`src/rtl/mesh_radio_config_defs.svh`:
```
// constants of the mesh radio parameter bank
//
// What this block does
// - temperature reads back as signed 8-bit whole degrees, read-only.
// - preamble group 0..9, reset 0; accept only packets with equal group.
// - preamble group is checked first, network tag afterwards.
// - network tag 16 bits, reset 0x3332, settable 0x10..0x7FFF, must match.
// - with factory tags enabled, setting 0xFFFF selects the factory value.
// - each broadcast goes out repeat count plus one times; 0..0xF, reset 3.
// - transmit power 0..4, reset 4, selects the conducted level.
// - nonzero unicast retry limit requests an acknowledgment per unicast.
// - unicast resent at most retry limit times; range 0..0xF, reset 0xA.
// - broadcast hops used is min of broadcast and network hops; 0..0x20.
// - role 0 router, 2 end device; end device neither propagates nor relays.
// - mesh retry zero disables network acks and route repair.
// - rebroadcast waits random slots up to maximum 1..0xA, reset 3.
// - one-bit encryption enable, reset 0.
// - 128-bit key is write-only; a read answers OK only.
// - receive format 0 gives 0x90, 1 gives 0x91, 2 gives 0x80; reset 2.
// - frame mode 0 transparent, 1 framed, 2 framed with escapes; reset 0.
// - escaped framing escapes bytes 0x11, 0x13, 0x7D and 0x7E.
// - over SPI frame mode writes are ignored; mode is framed without escapes.
// - transparent mode delimits packets by character count and silence.
// - send on count threshold, or on silence after at least one byte.
`ifndef MESH_RADIO_CONFIG_DEFS_SVH
`define MESH_RADIO_CONFIG_DEFS_SVH

`define SEL_TEMPERATURE 5'h00
`define SEL_PREAMBLE 5'h01
`define SEL_NET_TAG 5'h02
`define SEL_BCAST_REPEAT 5'h03
`define SEL_TX_POWER 5'h04
`define SEL_UCAST_RETRY 5'h05
`define SEL_BCAST_HOPS 5'h06
`define SEL_ROLE 5'h07
`define SEL_MESH_RETRY 5'h08
`define SEL_NET_HOPS 5'h09
`define SEL_REBC_SLOTS 5'h0A
`define SEL_ENCRYPT 5'h0B
`define SEL_KEY 5'h0C
`define SEL_RX_FORMAT 5'h0D
`define SEL_FRAME_MODE 5'h0E

`define RST_PREAMBLE 4'h0
`define RST_NET_TAG 16'h3332
`define RST_BCAST_REPEAT 4'h3
`define RST_TX_POWER 3'h4
`define RST_UCAST_RETRY 4'hA
`define RST_BCAST_HOPS 6'h00
`define RST_ROLE 2'h0
`define RST_MESH_RETRY 3'h1
`define RST_NET_HOPS 5'h07
`define RST_REBC_SLOTS 4'h3
`define RST_ENCRYPT 1'h0
`define RST_RX_FORMAT 2'h2
`define RST_FRAME_MODE 2'h0

`define MAX_PREAMBLE 16'h0009
`define MIN_NET_TAG 16'h0010
`define MAX_NET_TAG 16'h7FFF
`define FACTORY_SELECT_TAG 16'hFFFF
`define MAX_NIBBLE 16'h000F
`define MAX_TX_POWER 16'h0004
`define MAX_BCAST_HOPS 16'h0020
`define ROLE_ROUTER 2'h0
`define ROLE_END_DEVICE 2'h2
`define MAX_MESH_RETRY 16'h0007
`define MIN_NET_HOPS 16'h0001
`define MAX_NET_HOPS 16'h0014
`define MIN_REBC_SLOTS 16'h0001
`define MAX_REBC_SLOTS 16'h000A
`define MAX_MODE 16'h0002

`define FMT_STD 2'h0
`define FMT_EXPLICIT 2'h1
`define FRAME_STD 8'h90
`define FRAME_EXPLICIT 8'h91
`define FRAME_LEGACY 8'h80

`define MODE_TRANSPARENT 2'h0
`define MODE_FRAMED 2'h1
`define MODE_ESCAPED 2'h2

`define BYTE_XON 8'h11
`define BYTE_XOFF 8'h13
`define BYTE_ESC 8'h7D
`define BYTE_DELIM 8'h7E

`endif

```
`src/rtl/mesh_radio_config_pkg.sv`:
```
// types of the mesh radio parameter bank
package mesh_radio_config_pkg;
  typedef enum logic [0:0] {REBC_IDLE, REBC_WAIT} rebc_state_t;
endpackage

```
`src/rtl/mesh_radio_config_bank.sv`:
```
// parameter bank of the mesh radio with its derived controls
`timescale 1ns/10ps
`include "mesh_radio_config_defs.svh"
module mesh_radio_config_bank #(
  parameter logic [15:0] FACTORY_TAG = 16'h1234, // value arbitrary
  parameter int KEY_W = 128
) (
  input wire logic clk,
  input wire logic reset,
  input wire logic req_valid,
  input wire logic req_write,
  input wire logic req_spi,
  input wire logic [4:0] req_sel,
  input wire logic [KEY_W-1:0] req_wdata,
  output logic rsp_valid,
  output logic rsp_ok,
  output logic [15:0] rsp_data,
  input wire logic [7:0] temp_sample,
  input wire logic factory_tags_en,
  input wire logic rx_preamble_valid,
  input wire logic [3:0] rx_preamble_group,
  input wire logic rx_header_valid,
  input wire logic [15:0] rx_header_tag,
  output logic rx_accept,
  output logic [15:0] network_tag_value,
  output logic [4:0] broadcast_tx_count,
  output logic [2:0] tx_power_setting,
  output logic unicast_ack_req,
  output logic [3:0] unicast_retry_max,
  output logic [5:0] broadcast_hops_used,
  output logic propagate_bcast_en,
  output logic route_relay_en,
  output logic mesh_ack_req,
  output logic [3:0] mesh_send_max,
  output logic route_repair_en,
  input wire logic rebc_start,
  input wire logic slot_tick,
  output logic rebc_go,
  output logic encrypt_enable,
  output logic [KEY_W-1:0] aes_key,
  output logic [7:0] rx_frame_type,
  input wire logic spi_active,
  output logic [1:0] serial_frame_mode,
  input wire logic [7:0] esc_byte,
  output logic esc_needed,
  input wire logic uart_rx_byte,
  input wire logic char_tick,
  input wire logic [8:0] packet_char_threshold,
  input wire logic [7:0] packet_silence_timeout,
  output logic pkt_start
);
  // ****************
  // parameter store
  // ****************
  logic [7:0] temp_q, temp_d;
  logic [3:0] pre_q, pre_d, rep_q, rep_d, urr_q, urr_d, slots_q, slots_d;
  logic [15:0] tag_q, tag_d;
  logic [2:0] pwr_q, pwr_d, mretry_q, mretry_d;
  logic [5:0] bhops_q, bhops_d;
  logic [4:0] nhops_q, nhops_d;
  logic [1:0] role_q, role_d, fmt_q, fmt_d, mode_q, mode_d;
  logic enc_q, enc_d;
  logic [KEY_W-1:0] key_q, key_d;
  logic rsp_valid_d, rsp_ok_d;
  logic [15:0] rsp_data_d;
  logic [15:0] wv;
  logic wr;
  logic in_range;

  assign wv = req_wdata[15:0];
  assign wr = req_valid && req_write;

  always_comb begin
    case (req_sel)
      `SEL_TEMPERATURE: in_range = 1'b0;
      `SEL_PREAMBLE: in_range = wv <= `MAX_PREAMBLE;
      `SEL_NET_TAG: in_range = (wv >= `MIN_NET_TAG && wv <= `MAX_NET_TAG) || wv == `FACTORY_SELECT_TAG;
      `SEL_BCAST_REPEAT: in_range = wv <= `MAX_NIBBLE;
      `SEL_TX_POWER: in_range = wv <= `MAX_TX_POWER;
      `SEL_UCAST_RETRY: in_range = wv <= `MAX_NIBBLE;
      `SEL_BCAST_HOPS: in_range = wv <= `MAX_BCAST_HOPS;
      `SEL_ROLE: in_range = wv == {14'h0000, `ROLE_ROUTER} || wv == {14'h0000, `ROLE_END_DEVICE};
      `SEL_MESH_RETRY: in_range = wv <= `MAX_MESH_RETRY;
      `SEL_NET_HOPS: in_range = wv >= `MIN_NET_HOPS && wv <= `MAX_NET_HOPS;
      `SEL_REBC_SLOTS: in_range = wv >= `MIN_REBC_SLOTS && wv <= `MAX_REBC_SLOTS;
      `SEL_ENCRYPT: in_range = wv <= 16'h0001;
      `SEL_KEY: in_range = 1'b1;
      `SEL_RX_FORMAT: in_range = wv <= `MAX_MODE;
      `SEL_FRAME_MODE: in_range = wv <= `MAX_MODE;
      default: in_range = 1'b0;
    endcase
  end

  always_comb begin
    temp_d = temp_sample;
    pre_d = pre_q;
    tag_d = tag_q;
    rep_d = rep_q;
    pwr_d = pwr_q;
    urr_d = urr_q;
    bhops_d = bhops_q;
    role_d = role_q;
    mretry_d = mretry_q;
    nhops_d = nhops_q;
    slots_d = slots_q;
    enc_d = enc_q;
    key_d = key_q;
    fmt_d = fmt_q;
    mode_d = mode_q;
    rsp_valid_d = req_valid;
    rsp_ok_d = 1'b0;
    rsp_data_d = 16'h0000;
    if (wr) begin
      rsp_ok_d = in_range;
      if (in_range) begin
        case (req_sel)
          `SEL_PREAMBLE: pre_d = wv[3:0];
          `SEL_NET_TAG: tag_d = wv;
          `SEL_BCAST_REPEAT: rep_d = wv[3:0];
          `SEL_TX_POWER: pwr_d = wv[2:0];
          `SEL_UCAST_RETRY: urr_d = wv[3:0];
          `SEL_BCAST_HOPS: bhops_d = wv[5:0];
          `SEL_ROLE: role_d = wv[1:0];
          `SEL_MESH_RETRY: mretry_d = wv[2:0];
          `SEL_NET_HOPS: nhops_d = wv[4:0];
          `SEL_REBC_SLOTS: slots_d = wv[3:0];
          `SEL_ENCRYPT: enc_d = wv[0];
          `SEL_KEY: key_d = req_wdata;
          `SEL_RX_FORMAT: fmt_d = wv[1:0];
          `SEL_FRAME_MODE: mode_d = req_spi ? mode_q : wv[1:0];
          default: mode_d = mode_q;
        endcase
      end
    end else if (req_valid) begin
      rsp_ok_d = req_sel <= `SEL_FRAME_MODE;
      case (req_sel)
        `SEL_TEMPERATURE: rsp_data_d = {8'h00, temp_q};
        `SEL_PREAMBLE: rsp_data_d = {12'h000, pre_q};
        `SEL_NET_TAG: rsp_data_d = tag_q;
        `SEL_BCAST_REPEAT: rsp_data_d = {12'h000, rep_q};
        `SEL_TX_POWER: rsp_data_d = {13'h0000, pwr_q};
        `SEL_UCAST_RETRY: rsp_data_d = {12'h000, urr_q};
        `SEL_BCAST_HOPS: rsp_data_d = {10'h000, bhops_q};
        `SEL_ROLE: rsp_data_d = {14'h0000, role_q};
        `SEL_MESH_RETRY: rsp_data_d = {13'h0000, mretry_q};
        `SEL_NET_HOPS: rsp_data_d = {11'h000, nhops_q};
        `SEL_REBC_SLOTS: rsp_data_d = {12'h000, slots_q};
        `SEL_ENCRYPT: rsp_data_d = {15'h0000, enc_q};
        `SEL_RX_FORMAT: rsp_data_d = {14'h0000, fmt_q};
        `SEL_FRAME_MODE: rsp_data_d = {14'h0000, serial_frame_mode};
        default: rsp_data_d = 16'h0000;
      endcase
    end
  end

  always_ff @(posedge clk) begin
    if (reset) begin
      temp_q <= 8'h00;
      pre_q <= `RST_PREAMBLE;
      tag_q <= `RST_NET_TAG;
      rep_q <= `RST_BCAST_REPEAT;
      pwr_q <= `RST_TX_POWER;
      urr_q <= `RST_UCAST_RETRY;
      bhops_q <= `RST_BCAST_HOPS;
      role_q <= `RST_ROLE;
      mretry_q <= `RST_MESH_RETRY;
      nhops_q <= `RST_NET_HOPS;
      slots_q <= `RST_REBC_SLOTS;
      enc_q <= `RST_ENCRYPT;
      key_q <= '0;
      fmt_q <= `RST_RX_FORMAT;
      mode_q <= `RST_FRAME_MODE;
      rsp_valid <= 1'b0;
      rsp_ok <= 1'b0;
      rsp_data <= 16'h0000;
    end else begin
      temp_q <= temp_d;
      pre_q <= pre_d;
      tag_q <= tag_d;
      rep_q <= rep_d;
      pwr_q <= pwr_d;
      urr_q <= urr_d;
      bhops_q <= bhops_d;
      role_q <= role_d;
      mretry_q <= mretry_d;
      nhops_q <= nhops_d;
      slots_q <= slots_d;
      enc_q <= enc_d;
      key_q <= key_d;
      fmt_q <= fmt_d;
      mode_q <= mode_d;
      rsp_valid <= rsp_valid_d;
      rsp_ok <= rsp_ok_d;
      rsp_data <= rsp_data_d;
    end
  end

  // ****************
  // derived controls
  // ****************
  always_comb begin
    network_tag_value = (factory_tags_en && tag_q == `FACTORY_SELECT_TAG) ? FACTORY_TAG : tag_q;
    broadcast_tx_count = {1'b0, rep_q} + 5'h01;
    unicast_ack_req = urr_q != 4'h0;
    broadcast_hops_used = (bhops_q > {1'b0, nhops_q}) ? {1'b0, nhops_q} : bhops_q;
    propagate_bcast_en = role_q != `ROLE_END_DEVICE;
    route_relay_en = role_q != `ROLE_END_DEVICE;
    mesh_ack_req = mretry_q != 3'h0;
    mesh_send_max = (mretry_q == 3'h0) ? 4'h1 : {1'b0, mretry_q} + 4'h1;
    route_repair_en = mretry_q != 3'h0;
    serial_frame_mode = spi_active ? `MODE_FRAMED : mode_q;
    esc_needed = serial_frame_mode == `MODE_ESCAPED && (esc_byte == `BYTE_XON || esc_byte == `BYTE_XOFF ||
      esc_byte == `BYTE_ESC || esc_byte == `BYTE_DELIM);
    case (fmt_q)
      `FMT_STD: rx_frame_type = `FRAME_STD;
      `FMT_EXPLICIT: rx_frame_type = `FRAME_EXPLICIT;
      default: rx_frame_type = `FRAME_LEGACY;
    endcase
  end
  assign tx_power_setting = pwr_q;
  assign unicast_retry_max = urr_q;
  assign encrypt_enable = enc_q;
  assign aes_key = key_q;

  // ****************
  // receive filter
  // ****************
  logic pre_pass_q, pre_pass_d, acc_q, acc_d;
  always_comb begin
    pre_pass_d = pre_pass_q;
    if (rx_preamble_valid) begin
      pre_pass_d = rx_preamble_group == pre_q;
    end
    acc_d = rx_header_valid && pre_pass_q && rx_header_tag == network_tag_value;
  end
  always_ff @(posedge clk) begin
    if (reset) begin
      pre_pass_q <= 1'b0;
      acc_q <= 1'b0;
    end else begin
      pre_pass_q <= pre_pass_d;
      acc_q <= acc_d;
    end
  end
  assign rx_accept = acc_q;

  // ****************
  // rebroadcast delay
  // ****************
  mesh_radio_config_pkg::rebc_state_t rs_q, rs_d;
  logic [3:0] wait_q, wait_d;
  logic [7:0] lfsr_q, lfsr_d;
  logic go_q, go_d;
  always_comb begin
    lfsr_d = {lfsr_q[6:0], lfsr_q[7] ^ lfsr_q[5] ^ lfsr_q[4] ^ lfsr_q[3]};
    rs_d = rs_q;
    wait_d = wait_q;
    go_d = 1'b0;
    case (rs_q)
      mesh_radio_config_pkg::REBC_IDLE: begin
        if (rebc_start && propagate_bcast_en) begin
          rs_d = mesh_radio_config_pkg::REBC_WAIT;
          wait_d = (lfsr_q[3:0] % slots_q) + 4'h1;
        end
      end
      mesh_radio_config_pkg::REBC_WAIT: begin
        if (slot_tick) begin
          wait_d = wait_q - 4'h1;
          if (wait_q == 4'h1) begin
            go_d = 1'b1;
            rs_d = mesh_radio_config_pkg::REBC_IDLE;
          end
        end
      end
      default: rs_d = mesh_radio_config_pkg::REBC_IDLE;
    endcase
  end
  always_ff @(posedge clk) begin
    if (reset) begin
      rs_q <= mesh_radio_config_pkg::REBC_IDLE;
      wait_q <= 4'h0;
      lfsr_q <= 8'hA5;
      go_q <= 1'b0;
    end else begin
      rs_q <= rs_d;
      wait_q <= wait_d;
      lfsr_q <= lfsr_d;
      go_q <= go_d;
    end
  end
  assign rebc_go = go_q;

  // ****************
  // transparent packetizer
  // ****************
  logic [8:0] cnt_q, cnt_d;
  logic [7:0] sil_q, sil_d;
  logic pkt_q, pkt_d;
  always_comb begin
    cnt_d = cnt_q;
    sil_d = sil_q;
    pkt_d = 1'b0;
    if (serial_frame_mode != `MODE_TRANSPARENT) begin
      cnt_d = 9'h000;
      sil_d = 8'h00;
    end else if (uart_rx_byte) begin
      sil_d = 8'h00;
      if (cnt_q + 9'h001 >= packet_char_threshold) begin
        pkt_d = 1'b1;
        cnt_d = 9'h000;
      end else begin
        cnt_d = cnt_q + 9'h001;
      end
    end else if (char_tick && cnt_q != 9'h000 && packet_silence_timeout != 8'h00) begin
      if (sil_q + 8'h01 >= packet_silence_timeout) begin
        pkt_d = 1'b1;
        cnt_d = 9'h000;
        sil_d = 8'h00;
      end else begin
        sil_d = sil_q + 8'h01;
      end
    end
  end
  always_ff @(posedge clk) begin
    if (reset) begin
      cnt_q <= 9'h000;
      sil_q <= 8'h00;
      pkt_q <= 1'b0;
    end else begin
      cnt_q <= cnt_d;
      sil_q <= sil_d;
      pkt_q <= pkt_d;
    end
  end
  assign pkt_start = pkt_q;

  // ****************
  // assertions
  // ****************
  AST_PREAMBLE_FIRST: assert property (@(posedge clk) disable iff (reset)
    rx_header_valid && !pre_pass_q |=> !rx_accept) else $error("accept without preamble match");
  AST_BCAST_COUNT: assert property (@(posedge clk) disable iff (reset)
    broadcast_tx_count == {1'b0, rep_q} + 5'h01) else $error("broadcast count wrong");
  AST_HOPS_MIN: assert property (@(posedge clk) disable iff (reset)
    broadcast_hops_used <= bhops_q && broadcast_hops_used <= {1'b0, nhops_q} &&
    (broadcast_hops_used == bhops_q || broadcast_hops_used == {1'b0, nhops_q}))
    else $error("hop limit not minimum");
  AST_END_DEVICE: assert property (@(posedge clk) disable iff (reset)
    role_q == `ROLE_END_DEVICE |-> !propagate_bcast_en && !route_relay_en) else $error("end device relays");
  AST_MESH_OFF: assert property (@(posedge clk) disable iff (reset)
    mretry_q == 3'h0 |-> !mesh_ack_req && !route_repair_en) else $error("mesh ack with zero retries");
  AST_KEY_HIDDEN: assert property (@(posedge clk) disable iff (reset)
    req_valid && !req_write && req_sel == `SEL_KEY |=> rsp_valid && rsp_ok && rsp_data == 16'h0000)
    else $error("key read leaked");
  AST_SPI_MODE: assert property (@(posedge clk) disable iff (reset)
    wr && req_spi && req_sel == `SEL_FRAME_MODE |=> $stable(mode_q)) else $error("spi changed frame mode");
  AST_RANGE_REJECT: assert property (@(posedge clk) disable iff (reset)
    wr && req_sel == `SEL_PREAMBLE && wv > `MAX_PREAMBLE |=> !rsp_ok && $stable(pre_q))
    else $error("out of range write taken");
  AST_REBC_BOUND: assert property (@(posedge clk) disable iff (reset)
    rs_q == mesh_radio_config_pkg::REBC_WAIT |-> wait_q >= 4'h1 && wait_q <= slots_q)
    else $error("rebroadcast wait out of bound");
  AST_FORMAT: assert property (@(posedge clk) disable iff (reset)
    fmt_q == `FMT_EXPLICIT |-> rx_frame_type == `FRAME_EXPLICIT) else $error("frame type mismatch");
endmodule // mesh_radio_config_bank

```
`config.mk`:
```
export PLATFORM = sky130hd
export DESIGN_NAME = mesh_radio_config_bank
export DESIGN_NICKNAME = d
export VERILOG_FILES = /design/src/rtl/mesh_radio_config_pkg.sv /design/src/rtl/mesh_radio_config_bank.sv
export VERILOG_INCLUDE_DIRS = /design/src /design/src/rtl
export SDC_FILE = /design/constraint.sdc
export NUM_CORES = 1
export LEC_CHECK = 0
export BUFFER_PORTS_ARGS = -buffer_cell sky130_fd_sc_hd__buf_4
export CORE_ASPECT_RATIO = 1.4
export CORE_MARGIN = 1.5
export CORE_UTILIZATION = 45
export DETAILED_ROUTE_END_ITERATION = 8
export PLACE_DENSITY_LB_ADDON = 0.3
export SLEW_MARGIN = 10
export SYNTH_ARGS = -nofsm -noshare
export SYNTH_HDL_FRONTEND = slang
export SYNTH_SLANG_ARGS = --single-unit
```
`constraint.sdc`:
```
create_clock -name clk -period 4.77 [get_ports clk]
set_input_delay 0.477 -clock clk [delete_from_list [all_inputs] [get_ports clk]]
set_output_delay 0.477 -clock clk [all_outputs]
set_load 0.02 [all_outputs]
```
# Word level (Yosys, flattened, before mapping)
# Index checks and enable logic that the tools add are counted.
dict set report totals {
  ff_bits 244
  in_bits 199
  out_inout_bits 204
  wordCells 161
}
dict set report classes {
  n_addsub 6
  n_div 1
  n_lt_le_gt_ge 16
  eq_ne 29
  n_mux 26
  bitwise_logic 7
  reduce_logical 49
}
# cell count
set op_table {}
lappend op_table {{16-bit one-hot mux with 14 select lines} 1}
lappend op_table {{16-bit by 4-bit less-or-equal comparator with 1-bit output (second input constant)} 3}
lappend op_table {{3-bit AND reduction} 13}
lappend op_table {{9-bit two-way mux} 4}
lappend op_table {{5-bit by 4-bit == test with 1-bit output (second input constant)} 7}
lappend op_table {{16-bit == test (second input constant)} 2}
lappend op_table {{16-bit by 3-bit less-or-equal comparator with 1-bit output (second input constant)} 2}
lappend op_table {{5-bit by 3-bit == test with 1-bit output (second input constant)} 4}
lappend op_table {{16-bit == test} 1}
lappend op_table {{16-bit by 2-bit == test with 1-bit output (second input constant)} 1}
lappend op_table {{8-bit by 5-bit == test with 1-bit output (second input constant)} 2}
lappend op_table {{8-bit by 7-bit == test with 1-bit output (second input constant)} 2}
lappend op_table {{16-bit by 1-bit greater-or-equal comparator with 1-bit output (second input constant)} 1}
lappend op_table {{16-bit by 5-bit greater-or-equal comparator with 1-bit output (second input constant)} 1}
lappend op_table {{16-bit by 1-bit less-or-equal comparator with 1-bit output (second input constant)} 1}
lappend op_table {{16-bit by 15-bit less-or-equal comparator with 1-bit output (second input constant)} 1}
lappend op_table {{16-bit by 2-bit less-or-equal comparator with 1-bit output (second input constant)} 1}
lappend op_table {{16-bit by 5-bit less-or-equal comparator with 1-bit output (second input constant)} 1}
lappend op_table {{16-bit by 6-bit less-or-equal comparator with 1-bit output (second input constant)} 1}
lappend op_table {{16-bit zero test} 1}
lappend op_table {{16-bit two-way mux} 1}
lappend op_table {{4-bit two-way mux} 3}
lappend op_table {{1-bit one-hot mux with 12 select lines} 1}
lappend op_table {{1-bit logical AND} 11}
lappend op_table {{40 further kinds} 68}

# Logic depth before layout (Yosys ltp)
dict set report depth {
  depth_word 5
  mapped_depth 21
  ltp_nobuf 21
}

# Worst setup path after synthesis
# OpenSTA, ideal clock, no wires.
dict set report synth_path {
  path_type {register to register}
  from {reg slots_q[0]}
  to {reg wait_q[1]}
  setup_ns 0.126
  t_arrival_ns 4.765
  required_time_ns 4.644
  path_slack_ns -0.121
  path_stages_with_launch 20
  n_path_buf 0
  synth_period_minus_slack_ns 4.891
  cell_sequence {dfxtp_1 inv_1 ha_1 nor4b_1 a2bb2oi_1 ha_1 or4b_2 nand2_1 a2bb2oi_1 ha_1 nor2_1 a211oi_1 mux2_2 fa_1 a21boi_0 o21ai_1 mux2i_1 ha_1 o21ai_0 a31oi_1}
}
dict set report synth_via {
  elab_chain_len 4
}
# element line
set synth_lines {}
lappend synth_lines {{start, declared} mesh_radio_config_bank.sv:56} ;# logic [3:0] pre_q, pre_d, rep_q, rep_d, urr_q, urr_d, slots_q, slots_d;
lappend synth_lines {{start signal, assigned} mesh_radio_config_bank.sv:168} ;# slots_q <= `RST_REBC_SLOTS;
lappend synth_lines {{start signal, assigned} mesh_radio_config_bank.sv:187} ;# slots_q <= slots_d;
lappend synth_lines {{4-bit by 4-bit modulo with 4-bit output} mesh_radio_config_bank.sv:263} ;# wait_d = (lfsr_q[3:0] % slots_q) + 4'h1;
lappend synth_lines {{4-bit by 1-bit adder with 4-bit output} mesh_radio_config_bank.sv:263}
lappend synth_lines {{4-bit two-way mux} mesh_radio_config_bank.sv:261} ;# if (rebc_start && propagate_bcast_en) begin
lappend synth_lines {{4-bit one-hot mux with 2 select lines} mesh_radio_config_bank.sv:259} ;# case (rs_q)
lappend synth_lines {{end signal, assigned} mesh_radio_config_bank.sv:286} ;# wait_q <= wait_d;
lappend synth_lines {{end, declared} mesh_radio_config_bank.sv:251} ;# logic [3:0] wait_q, wait_d;
# No other way between the ends. The select of a mux whose other input is x is not followed.
# A chain may end at the register's enable or synchronous reset.

# Worst setup path in the final report
# Ends and elaborated chain as after synthesis.

==> flow_metrics.py <==
metrics = {
    "clocking": {
        "numCtsBuffers": 25,
        "path_clk_slew_ps": 70,
        "cts_tree": "yes",
        "postCtsHoldBufs": 0,
        "clockBufferDepth": 3,
        "clock_latency_ps": 520,
        "root_buffer": "clkbuf_16",
        "htree_levels": 1,
        "cts_sinks": 244,
    },
    "sta": {
        "fin_crit_ps": 4560,
        "fmaxAchievable_mhz": 219.3,
        "tightest_slew_ps": 1089,
        "layout_setup_ws_ps": 210.2,
        "fin_crit_sh_pct": 95.59,
        "setup_viol": 0,
        "fin_skew_ps": 9.824,
        "hold_violations": 0,
        "drv_slew": 0,
        "slew_headroom_pct": 27.40,
    },
    "power_and_ir_drop": {
        "power.density_nw_per_um2": 301.6,
        "clkPwrFrac_pct": 44.6,
        "p_leak_nw": 6.534,
        "p_sw_mw": 1.112,
        "pwr-share-seq_pct": 44.2,
        "vdd_ir_drop_max_v": 0.0003027,
        "internal_power_mw": 3.584,
        "p_comb_share_pct": 11.2,
        "swShare_pct": 23.69,
    },
    "place": {
        "pre_cts_ws_ps": -174.5,
        "io_buffers": 395,
        "dp_hpwl_mm": 28.75,
        "place_congestion": 0.9367,
        "placed_cell_area_sq_um": 14540,
    },
    "floorplanning": {
        "ioPinCount": 403,
        "fp-row-count": 68,
        "fp.dieH_um": 191.0,
        "core_sq_um": 24760,
        "start_util_pct": 45.88,
        "die-area_sq_um": 26220,
        "die_w_um": 137.3,
    },
    "detailed_routing": {
        "ant_nets": 0,
        "route.detailed.drc": 0,
        "totalWireLength_mm": 38.04,
        "wl_per_cell_um": 18.25,
        "drt_pass1_iterations": 7,
        "drt_iter0_markers": 611,
        "vias": 11170,
        "viasPerCell": 5.358,
    },
    "critical_path": {
        "cp.arrival_ps": 4970,
        "crit_chain": "inv_1 > ha_1 > nor4b_4 > a2bb2oi_2 > ha_1 > or4b_2 > nand2_1 > a2bb2oi_1 > ha_1 > nor2_1 > a211oi_2 > mux2_4 > fa_2 > a21boi_4 > o21ai_4 > mux2i_2 > ha_1 > o21ai_1 > a31oi_1",
        "cpMostUsedCell": "ha_1",
        "startpoint_type": "register",
        "max_stage_delay_ps": 620,
        "path_max_fanout": 5,
        "crit_type": "reg -> reg",
        "crit_path_end_kind": "register",
        "worstPathRequired_ps": 5180,
        "critPathSlowestCell": "or4b_2",
    },
    "layout": {
        "fin_area_sq_um": 15570,
        "final_util_pct": 62.89,
        "register_area_sq_um": 4885,
        "area_growth_pct": 37.09,
        "final_nets": 1985,
        "fillers": 2162,
        "multiInputGateArea_sq_um": 6066,
        "drive_gt1_share_pct": 29.00,
    },
    "global_routing": {
        "track_usage_pct": 27.84,
        "grt_pass1_vias": 10820,
        "antenna_found_initial": 3,
        "grt.overflow.total": 0,
        "grt_start_max_net_pins": 102,
        "grt_first_pass_wirelength_mm": 57.10,
    },
    "yosys": {
        "ys_ff_latch": 244,
        "syn_area_per_cell_sq_um": 8.225,
        "yosysUniqueCellTypes": 70,
        "synth_top_area_cell": "dfxtp_1",
        "netlist_top_cells_count": "334 x nand2_1, 244 x dfxtp_1, 160 x a21oi_1",
        "yosysSeqAreaShare_pct": 43.01,
        "synthCells": 1381,
        "synthTopCellsByArea": "dfxtp_1 43%, nand2_1 11%, a21oi_1 7.1%, mux2i_1 5.0%, ha_1 4.6%",
        "yosys_warnings": 0,
        "synth-edff-count": 0,
        "yosysMostFrequentCell": "nand2_1",
        "synthFlopType": "dfxtp_1",
        "async_flop_share_pct": 0,
        "netlist.area_leader.share_pct": 43.01,
        "netlist_area_sq_um": 11360,
    },
    "hold_path": {
        "min_path_type": "in -> reg",
    },
    "run_status": {
        "status": "finished clean",
    },
    "flow_run": {
        "max_cap_violations": 0,
    },
}
==> routing by layer <==
layer	vias to the layer above	wire length [um]	track usage, %
met2	485	19100	49.38
met3	88	3115	6.126
li1	5397	-	-
met4	0	1310	9.798
met5	-	0	0
met1	5196	14510	32.66
==> through the flow <==
| step | cells | hold slack [ps] | TNS, ps | power, mW |
|---|---|---|---|---|
| 2_1_floorplan | 1386 | 389.5 | 0 | 2.370 |
| 3_3_place_gp | 2029 | 394.1 | -270.1 | 2.590 |
| 3_5_place_dp | 2029 | 399.2 | -469.0 | 2.599 |
| 4_1_cts | 2075 | 154.7 | 0 | 4.694 |
| 5_1_grt | 2079 | 175.0 | -5.383 | 4.869 |
| 6_report | 2084 | 165.9 | 0 | 4.696 |
==> sequential cells by signal (all words and copies together), names as in the netlist, 4 cells and up <==
name	cells
aes_key	128
bhops_q	6
cnt_q	9
lfsr_q	8
nhops_q	5
pre_q	4
rep_q	4
rsp_data	16
sil_q	8
slots_q	4
tag_q	16
temp_q	8
unicast_retry_max	4
wait_q	4
==> power by group through the flow <==
| stage | combinational, mW | clock [mW] | sequential (mW) |
|---|---|---|---|
| 6_report | 0.525 | 2.10 | 2.07 |
| 5_1_grt | 0.574 | 2.22 | 2.08 |
| 4_1_cts | 0.490 | 2.13 | 2.07 |
| 3_5_place_dp | 0.479 | 0 | 2.12 |
| 3_3_place_gp | 0.470 | 0 | 2.12 |
| 2_1_floorplan | 0.250 | 0 | 2.12 |
==> kinds of logic (layout without fill, tap and decap cells) <==
family | after synthesis | count (layout) | share of synthesized area (%)
xor gates and xnor gates | 41 | 41 | 3.162
muxes | 64 | 64 | 5.717
adders and majority gates | 43 | 43 | 4.803
DFF | 244 | 244 | 43.01
other | 2 | 14 | 0.06612
and+or+nand+nor | 583 | 583 | 23.99
AOI/OAI and AO/OA | 272 | 272 | 14.34
buffers and inverters | 132 | 508 | 4.913
==> critical path: cells and delay by family, from the launching register on <==
family	cells	cell delay, ps
adders and majority gates	5	1380
AOI/OAI and AO/OA	7	1070
and+or+nand+nor	4	960
muxes	2	640
DFF	1	310
buffers and inverters	1	70
==> layout by cell type (no fill, tap or decap), types with 4 or more instances in the layout <==
master,Yosys,final
and2_1,22,22
nor3_1,10,10
o21a_1,9,9
nand2b_1,20,20
conb_1,2,7
xnor2_1,28,28
mux2i_1,57,56
nor3_2,6,6
diode_2,0,7
nor2b_1,23,23
buf_4,13,417
o21ai_0,25,23
and3_1,8,8
a21oi_1,160,159
nand3_1,25,24
nor3b_1,6,6
a31oi_1,7,7
nand4_1,12,12
clkinv_2,0,7
bufinv_16,0,4
dfxtp_1,244,244
or2_2,7,6
mux2_2,7,6
a221oi_1,5,5
xor2_1,13,13
nand2_1,334,333
o2111ai_1,4,4
clkbuf_16,0,25
or4_1,6,6
a22oi_1,13,13
ha_1,42,40
a21o_1,14,14
a22o_1,9,9
nor2_1,63,62
nand3b_1,4,4
inv_1,42,41
nor4_1,14,14
clkbuf_8,0,5
==> path summary, 6_finish.rpt <==
kind             startpoint         to  slack, ps  cells after the start
min reg2reg       lfsr_q[6]  lfsr_q[7]        420                      1
max reg2reg      slots_q[0]  wait_q[1]        210                     19
min          temp_sample[3]  temp_q[3]        170                      2
max              slots_q[0]  wait_q[1]        210                     19
==> layout make-up <==
class	count	share of cell area [%]
clock inverters	15	1.205
clock buffers	31	4.484
inverters	43	1.037
diodes	7	0.1125
multi-input cells	1010	38.96
flip-flops and latches	244	31.37
well taps	315	2.531
repair buffers	419	20.31
==> what timing repair did <==
| item | CTS | global route |
|---|---|---|
| endpoints found under the hold margin | 0 | 0 |
| buffers inserted | 0 | 2 |
| gates resized for setup | 6 | 18 |
| endpoints found under the setup margin | 3 | 4 |
| pin swaps | 2 | 12 |
No activity file was read; power rests on OpenSTA's default activity.
